--- src/logic/ars_pkg.sv ---
/*
  constants, encodings and timing counts of the angular-rate sensor
  configuration registers.
  assumes a 40 mhz core clock shared by every module that imports it.
*/
package ars_pkg;

  // ----------------------------------------------------------------
  // register offsets
  // ----------------------------------------------------------------
  localparam logic [7:0] OFS_FULL_SCALE = 8'h0f;
  localparam logic [7:0] OFS_FILTER_ODR = 8'h10;
  localparam logic [7:0] OFS_POWER_STATE = 8'h11;
  localparam logic [7:0] OFS_RESET_CMD = 8'h14;
  localparam logic [7:0] OFS_IRQ_CONTROL = 8'h15;
  localparam logic [7:0] OFS_IRQ_ROUTE = 8'h18;

  // ----------------------------------------------------------------
  // reset values and fields
  // ----------------------------------------------------------------
  localparam logic [7:0] RST_FULL_SCALE = 8'h00;
  localparam logic [7:0] RST_FILTER_ODR = 8'h80;
  localparam logic [7:0] RST_POWER_STATE = 8'h00;
  localparam logic [7:0] RST_IRQ_CONTROL = 8'h00;
  localparam logic [7:0] RST_IRQ_ROUTE = 8'h00;
  localparam logic [7:0] FILTER_ODR_FIXED = 8'h80;
  localparam logic [7:0] FILTER_ODR_WMASK = 8'h7f;

  // ----------------------------------------------------------------
  // command and mode codes
  // ----------------------------------------------------------------
  localparam logic [7:0] SOFT_RESET_KEY = 8'hb6;
  localparam logic [7:0] PWR_NORMAL = 8'h00;
  localparam logic [7:0] PWR_SUSPEND = 8'h80;
  localparam logic [7:0] PWR_DEEP_SUSPEND = 8'h20;
  localparam logic [7:0] IRQ_CTRL_ENABLE = 8'h80;
  localparam logic [7:0] ROUTE_PIN_A = 8'h01;
  localparam logic [7:0] ROUTE_PIN_B = 8'h80;
  localparam logic [7:0] ROUTE_PIN_AB = 8'h81;

  // ----------------------------------------------------------------
  // timing
  // ----------------------------------------------------------------
  localparam int unsigned CLK_PERIOD_NS = 25;
  localparam int unsigned SRST_DELAY_MS = 30;
  localparam int unsigned SRST_DELAY_CYC = SRST_DELAY_MS * 1000000 / CLK_PERIOD_NS;
  localparam int unsigned FLAG_CLEAR_US = 280;
  localparam int unsigned FLAG_CLEAR_CYC =
    (FLAG_CLEAR_US * 1000 + CLK_PERIOD_NS - 1) / CLK_PERIOD_NS;
  localparam int unsigned CNT_W = 24;

  typedef enum logic [0:0] {SR_IDLE, SR_WAIT} ars_srst_e;

endpackage

--- src/logic/ars_flag_if.sv ---
/*
  carrier between the register bank and the new-sample flag timer.
  assumes both ends run on the same clock.
*/
`timescale 1ns/100ps
interface ars_flag_if;
  logic sample_evt;
  logic irq_enable;
  logic [7:0] route;
  logic flag;
  logic irq_a;
  logic irq_b;
  modport ctrl (output sample_evt, output irq_enable, output route,
                input flag, input irq_a, input irq_b);
  modport timer (input sample_evt, input irq_enable, input route,
                 output flag, output irq_a, output irq_b);
endinterface

--- src/logic/ars_config_regs.sv ---
/*
  configuration register bank of a three-axis angular-rate sensor:
  range, filter and rate, power state, keyed soft reset, new-sample irq.
  assumes the serial host port delivers single-cycle register reads and
  writes on the core clock, and the sensor core pulses new_sample_i.
*/
// Overview of operation
// - range codes 0x00..0x04 give 2000,1000,500,250,125 dps; reset 0x00.
// - filter codes 0x00..0x07 give fixed pairs of output rate and bandwidth.
// - filter register bit 7 ignores writes, reads one, resets to 0x80.
// - power register 0x00 is normal, 0x80 suspend; resets to normal.
// - only writing 0xb6 to the reset command starts a soft reset.
// - thirty milliseconds after the command all configuration returns to reset.
// - soft reset command is accepted in every power state.
// - irq control resets disabled; 0x80 raises irq on each new sample.
// - new-sample flag clears itself 280 to 400 microseconds after setting.
// - route 0x00 none, 0x01 first pin, 0x80 second, 0x81 both.
`timescale 1ns/100ps
module ars_config_regs
  import ars_pkg::*;
#(
  parameter int unsigned SRST_CYC = SRST_DELAY_CYC,
  parameter int unsigned CLEAR_CYC = FLAG_CLEAR_CYC
) (
  input wire logic ref_clk_i,
  input wire logic arst_n_i,
  input wire logic reg_wr_i,
  input wire logic reg_rd_i,
  input wire logic [7:0] reg_addr_i,
  input wire logic [7:0] reg_wdata_i,
  output logic [7:0] reg_rdata_o,
  input wire logic new_sample_i,
  output logic [11:0] full_scale_dps_o,
  output logic [11:0] odr_hz_o,
  output logic [9:0] filter_bw_hz_o,
  output logic pwr_suspend_o,
  output logic pwr_deep_suspend_o,
  output logic soft_reset_busy_o,
  output logic new_sample_flag_o,
  output logic irq_out_a_o,
  output logic irq_out_b_o
);

  // ----------------------------------------------------------------
  // decode functions
  // ----------------------------------------------------------------
  function automatic logic [11:0] range_dps(input logic [7:0] code);
    logic [11:0] dps;
    dps = 12'h000;
    case (code)
      8'h00: dps = 12'd2000;
      8'h01: dps = 12'd1000;
      8'h02: dps = 12'd500;
      8'h03: dps = 12'd250;
      8'h04: dps = 12'd125;
      default: dps = 12'h000;
    endcase
    return dps;
  endfunction

  function automatic logic [21:0] filter_pair(input logic [6:0] code);
    logic [21:0] pair;
    pair = 22'h000000;
    case (code)
      7'h00: pair = {12'd2000, 10'd532};
      7'h01: pair = {12'd2000, 10'd230};
      7'h02: pair = {12'd1000, 10'd116};
      7'h03: pair = {12'd400, 10'd47};
      7'h04: pair = {12'd200, 10'd23};
      7'h05: pair = {12'd100, 10'd12};
      7'h06: pair = {12'd200, 10'd64};
      7'h07: pair = {12'd100, 10'd32};
      default: pair = 22'h000000;
    endcase
    return pair;
  endfunction

  function automatic logic is_wr(input logic wr, input logic [7:0] addr,
                                 input logic [7:0] ofs);
    return wr && (addr == ofs);
  endfunction

  // ----------------------------------------------------------------
  // state
  // ----------------------------------------------------------------
  typedef struct packed {
    logic [7:0] full_scale;
    logic [6:0] filter_odr;
    logic [7:0] power_state;
    logic [7:0] irq_control;
    logic [7:0] irq_route;
    ars_srst_e srst;
    logic [CNT_W-1:0] srst_cnt;
    logic [7:0] rdata;
  } ars_regs_s;

  ars_regs_s st;
  ars_regs_s next_st;
  logic [21:0] pair;

  ars_flag_if fl ();
  logic key_hit;

  // ----------------------------------------------------------------
  // write decode
  // ----------------------------------------------------------------
  assign key_hit = is_wr(reg_wr_i, reg_addr_i, OFS_RESET_CMD) &&
                   (reg_wdata_i == SOFT_RESET_KEY);

  // ----------------------------------------------------------------
  // next state
  // ----------------------------------------------------------------
  always_comb begin
    next_st = st;
    if (is_wr(reg_wr_i, reg_addr_i, OFS_FULL_SCALE)) begin
      next_st.full_scale = reg_wdata_i;
    end
    if (is_wr(reg_wr_i, reg_addr_i, OFS_FILTER_ODR)) begin
      next_st.filter_odr = reg_wdata_i[6:0] & FILTER_ODR_WMASK[6:0];
    end
    if (is_wr(reg_wr_i, reg_addr_i, OFS_POWER_STATE)) begin
      next_st.power_state = reg_wdata_i;
    end
    if (is_wr(reg_wr_i, reg_addr_i, OFS_IRQ_CONTROL)) begin
      next_st.irq_control = reg_wdata_i;
    end
    if (is_wr(reg_wr_i, reg_addr_i, OFS_IRQ_ROUTE)) begin
      next_st.irq_route = reg_wdata_i;
    end
    // soft reset sequencer
    case (st.srst)
      SR_IDLE: begin
        next_st.srst_cnt = '0;
      end
      SR_WAIT: begin
        if (st.srst_cnt == CNT_W'(SRST_CYC - 1)) begin
          next_st.full_scale = RST_FULL_SCALE;
          next_st.filter_odr = RST_FILTER_ODR[6:0];
          next_st.power_state = RST_POWER_STATE;
          next_st.irq_control = RST_IRQ_CONTROL;
          next_st.irq_route = RST_IRQ_ROUTE;
          next_st.srst = SR_IDLE;
          next_st.srst_cnt = '0;
        end else begin
          next_st.srst_cnt = st.srst_cnt + CNT_W'(1);
        end
      end
      default: begin
        next_st.srst = SR_IDLE;
        next_st.srst_cnt = '0;
      end
    endcase
    // key accepted regardless of power state; a repeat restarts the wait
    if (key_hit) begin
      next_st.srst = SR_WAIT;
      next_st.srst_cnt = '0;
    end
    // read port
    if (reg_rd_i) begin
      case (reg_addr_i)
        OFS_FULL_SCALE: next_st.rdata = st.full_scale;
        OFS_FILTER_ODR: next_st.rdata = FILTER_ODR_FIXED | {1'b0, st.filter_odr};
        OFS_POWER_STATE: next_st.rdata = st.power_state;
        OFS_IRQ_CONTROL: next_st.rdata = st.irq_control;
        OFS_IRQ_ROUTE: next_st.rdata = st.irq_route;
        OFS_RESET_CMD: next_st.rdata = 8'h00;
        default: next_st.rdata = 8'h00;
      endcase
    end
  end

  // ----------------------------------------------------------------
  // registers
  // ----------------------------------------------------------------
  always_ff @(posedge ref_clk_i or negedge arst_n_i) begin
    if (!arst_n_i) begin
      st.full_scale <= RST_FULL_SCALE;
      st.filter_odr <= RST_FILTER_ODR[6:0];
      st.power_state <= RST_POWER_STATE;
      st.irq_control <= RST_IRQ_CONTROL;
      st.irq_route <= RST_IRQ_ROUTE;
      st.srst <= SR_IDLE;
      st.srst_cnt <= '0;
      st.rdata <= 8'h00;
    end else begin
      st <= next_st;
    end
  end

  // ----------------------------------------------------------------
  // flag timer
  // ----------------------------------------------------------------
  assign fl.sample_evt = new_sample_i;
  assign fl.irq_enable = (st.irq_control == IRQ_CTRL_ENABLE);
  assign fl.route = st.irq_route;

  ars_sample_flag #(
    .CLEAR_CYC(CLEAR_CYC)
  ) u_flag (
    .ref_clk_i(ref_clk_i),
    .arst_n_i(arst_n_i),
    .fl(fl)
  );

  // ----------------------------------------------------------------
  // outputs
  // ----------------------------------------------------------------
  assign pair = filter_pair(st.filter_odr);
  assign reg_rdata_o = st.rdata;
  assign full_scale_dps_o = range_dps(st.full_scale);
  assign odr_hz_o = pair[21:10];
  assign filter_bw_hz_o = pair[9:0];
  assign pwr_suspend_o = (st.power_state == PWR_SUSPEND);
  assign pwr_deep_suspend_o = (st.power_state == PWR_DEEP_SUSPEND);
  assign soft_reset_busy_o = (st.srst == SR_WAIT);
  assign new_sample_flag_o = fl.flag;
  assign irq_out_a_o = fl.irq_a;
  assign irq_out_b_o = fl.irq_b;

endmodule

--- src/logic/ars_sample_flag.sv ---
/*
  new-sample status flag with self clearing, and its routing to the two
  interrupt outputs.
  assumes sample_evt is a one-cycle pulse on the same clock.
*/
`timescale 1ns/100ps
module ars_sample_flag
  import ars_pkg::*;
#(
  parameter int unsigned CLEAR_CYC = FLAG_CLEAR_CYC
) (
  input wire logic ref_clk_i,
  input wire logic arst_n_i,
  ars_flag_if.timer fl
);

  typedef struct packed {
    logic flag;
    logic [CNT_W-1:0] cnt;
    logic irq_a;
    logic irq_b;
  } ars_flag_s;

  ars_flag_s st;
  ars_flag_s next_st;

  // ----------------------------------------------------------------
  // next state
  // ----------------------------------------------------------------
  always_comb begin
    next_st = st;
    if (fl.sample_evt) begin
      next_st.flag = 1'b1;
      next_st.cnt = '0;
    end else if (st.flag) begin
      if (st.cnt == CNT_W'(CLEAR_CYC - 1)) begin
        next_st.flag = 1'b0;
      end else begin
        next_st.cnt = st.cnt + CNT_W'(1);
      end
    end
    next_st.irq_a = next_st.flag && fl.irq_enable &&
                    (fl.route == ROUTE_PIN_A || fl.route == ROUTE_PIN_AB);
    next_st.irq_b = next_st.flag && fl.irq_enable &&
                    (fl.route == ROUTE_PIN_B || fl.route == ROUTE_PIN_AB);
  end

  always_ff @(posedge ref_clk_i or negedge arst_n_i) begin
    if (!arst_n_i) begin
      st <= '0;
    end else begin
      st <= next_st;
    end
  end

  assign fl.flag = st.flag;
  assign fl.irq_a = st.irq_a;
  assign fl.irq_b = st.irq_b;

endmodule

--- config.mk ---
export PLATFORM = sky130hd
export DESIGN_NAME = ars_config_regs
export DESIGN_NICKNAME = d
export VERILOG_FILES = /design/src/logic/ars_pkg.sv /design/src/logic/ars_flag_if.sv /design/src/logic/ars_config_regs.sv /design/src/logic/ars_sample_flag.sv
export SDC_FILE = /design/constraint.sdc
export NUM_CORES = 1
export LEC_CHECK = 0
export ABC_CLOCK_PERIOD_IN_PS = 2300
export BUFFER_PORTS_ARGS = -buffer_cell sky130_fd_sc_hd__buf_2
export CAP_MARGIN = 20
export CORE_UTILIZATION = 58
export DETAILED_ROUTE_END_ITERATION = 7
export PLACE_DENSITY = 0.92
export SLEW_MARGIN = 40
export SYNTH_ARGS = -nofsm -noshare
export SYNTH_HDL_FRONTEND = slang
export SYNTH_SLANG_ARGS = --single-unit
--- constraint.sdc ---
create_clock -name ref_clk_i -period 2.3 [get_ports ref_clk_i]
set_input_delay 0.46 -clock ref_clk_i [delete_from_list [all_inputs] [get_ports ref_clk_i]]
set_output_delay 0.46 -clock ref_clk_i [all_outputs]
set_load 0.005 [all_outputs]
==> results.json <==
{
  "cts.clk_slew.worst_paths_ps": 90,
  "synth_seq_cells": 99,
  "grt.total_usage_pct": 28.7,
  "reg2reg_to": "u_flag.st[3]",
  "postLayoutCoreUtil_pct": 67.3,
  "die_area_um2": 9790,
  "p_total_uw": 3430,
  "yosys_warnings": 0,
  "cts_buffers": 9,
  "ys_seq_area_share_pct": 45.4,
  "final_area_um2": 6160,
  "finClkSkew_ps": 11.3,
  "fillers": 659,
  "postLayoutSetupSlackWorst_ps": -15.3,
  "final_common_cell": "dfrtp_1",
  "viasPerCell": 6.27,
  "maxSlewViolCount": 0,
  "fmax_ghz": 0.432,
  "drt_iter0_drc": 450,
  "critical_path_class": "reg -> reg",
  "tightest_slew_ps": 575,
  "overflow": 0,
  "hpwl_mm": 9.61,
  "cts_tree": "built",
  "ff_latch_area_um2": 2480,
  "synth_top_area_cell": "dfrtp_1",
  "antenna_found_initial": 2,
  "setup_viol": 1,
  "end_kind": "register",
  "fin_setup_tns_ps": -15.3,
  "initial_core_util_pct": 59.6,
  "drt_pass1_iterations": 6,
  "p_leak_uw": 0.00276,
  "clkSinkCount": 99,
  "multiInputGateArea_um2": 2740,
  "die_h_um": 99.0,
  "period_needed_ps": 2320,
  "ys_types": 60,
  "grt_pass1_vias": 4598,
  "drive_above_1_share_pct": 20.2,
  "p_per_area_nw_per_um2": 557,
  "drc_errors": 0,
  "crit_arrival_ps": 2550,
  "hold_path.class": "in -> async",
  "r2r_slack_ps": -20,
  "num_vias": 4857,
  "syn_area_um2": 5450,
  "max_slew_margin_pct": 61.6,
  "peakVddDrop_uv": 343,
  "synth_area_leaders": "dfrtp_1 (45%), nor2_1 (6.0%), mux2i_1 (5.3%), xnor2_1 (4.3%), a21oi_1 (3.7%)",
  "syn_inst": 597,
  "maxCapViolations": 0,
  "top_level_ports": 69,
  "dpl_cell_area_um2": 5910,
  "nets": 687,
  "hold_viol_final": 0,
  "grt_max_degree": 100,
  "root_buffer": "clkbuf_8",
  "htree_levels": 3,
  "insertion_delay_ps": 370,
  "avgSynthCellArea_um2": 9.13,
  "ant_nets": 0,
  "route.detailed.wl_per_inst_um": 17.6,
  "port_buffers": 63,
  "area_delta_synth_final_pct": 13.0,
  "chipWidth_um": 99.0,
  "post-place-ws_ps": -50.7,
  "cts_buffer_depth": 2,
  "core_um2": 9150,
  "critPathLaunchType": "register",
  "worstReg2RegStart": "u_flag.st[22]",
  "synthFlopType": "dfrtp_1",
  "r2r_cells": 6,
  "yosysTopAreaCellShare_pct": 45.4,
  "synth-edff-count": 0,
  "totalWireLength_mm": 13.7,
  "rsz0062_at_grt": "yes",
  "rows": 35,
  "violations": "negative setup slack",
  "status": "finished with violations",
  "critPathRequiredTime_ps": 2540,
  "grt_pass1_wl_mm": 22.0,
  "synthArstFlopShare_pct": 100,
  "period_share_pct": 101,
  "final_cell_mix": "dfrtp_1 (99), nor2_1 (86), buf_2 (62), nand2_1 (52), a21oi_1 (39)",
  "gp_congestion": 0.931,
  "cp_max_fo": 5
}
-- cell usage after synthesis (9+ instances only) --
cell / count
nor3_1: 29
a21oi_1: 40
nor4_1: 10
nor2_1: 87
clkbuf_1: 23
xor2_1: 11
buf_4: 13
nand3_1: 38
dfrtp_1: 99
xnor2_1: 27
nand2_1: 52
a22oi_1: 10
ha_1: 9
inv_1: 17
mux2i_1: 29
-- repair_timing --
| action | in CTS | in global routing |
|---|---|---|
| resized for setup | 4 | 9 |
| hold buffers | 0 | 0 |
| setup endpoints to repair | 17 | 52 |
| pin swaps | 1 | 3 |
| buffers inserted | 0 | 1 |
-- layout make-up --
cell class,instances,share of cell area (%)
Antenna cell,2,0.0813
Clock buffer,11,2.30
Clock inverter,5,0.731
Inverter,17,1.04
Multi-Input combinational cell,441,44.5
Sequential cell,99,40.2
Tap cell,111,2.25
Timing Repair Buffer,89,8.92
-- worst max-delay path by stage --
stage	slack, ps	endpoint	from	cells past startpoint
floorplan	160	u_flag.fl.irq_a	u_flag.st[21]	6
global placement	50	st[11]	reg_addr_i[7]	7
detailed placement	-50	st[15]	reg_addr_i[7]	7
CTS	9	odr_hz_o[5]	st[60]	4
global route	-60	u_flag.st[3]	u_flag.st[22]	6
finish	-20	u_flag.st[3]	u_flag.st[22]	6
-- flip-flops by register name (all words and copies together), names as in the netlist --
signal / cells
soft_reset_busy_o: 1
u_flag.fl.irq_a: 1
u_flag.fl.flag: 1
reg_rdata_o: 8
u_flag.st: 24
fl.route: 8
u_flag.fl.irq_b: 1
st: 55
-- metrics by stage --
| stage | instances | hold WS, ps |
|---|---|---|
| global route | 775 | 161 |
| CTS | 772 | 155 |
| finish | 775 | 122 |
| global placement | 756 | 464 |
| floorplan | 601 | 164 |
| detailed placement | 756 | 485 |
-- worst max-delay path, cell delays in order, from the launching register on --
cell and delay [ps]:
dfrtp_1 430, or4_4 540, or4_4 600, o21ai_4 230
buf_6 140, mux2i_1 190, nor2_1 50
-- power breakdown --
group	internal (uW)	leakage (uW)	total, uW	switching [uW]
Clock	441	0.0000925	1070	630
Sequential	1810	0.00134	1900	89.4
Combinational	189	0.00133	458	270
Total	2440	0.00276	3430	989
-- logic make-up after synthesis --
logic type               Yosys count  share of synthesized area [%]
AO/OA/AOI/OAI                     82                           9.66
XOR/XNOR                          38                           6.11
adder cells (fa/ha/maj)            9                           2.07
buffers and inverters             61                           5.37
flip-flops                        99                           45.4
multiplexers                      32                           5.94
other                              1                         0.0688
AND/OR/NAND/NOR                  275                           25.3
-- routing by layer --
| metal | vias to the layer above | global-route usage, % | wire length (um) |
|---|---|---|---|
| li1 | 2185 | - | - |
| met1 | 2339 | 36.5 | 5390 |
| met2 | 276 | 47.2 | 6750 |
| met3 | 57 | 6.45 | 1160 |
| met4 | 0 | 12.6 | 372 |
| met5 | - | 0 | 0 |
Power figures use the tool's default switching activity.
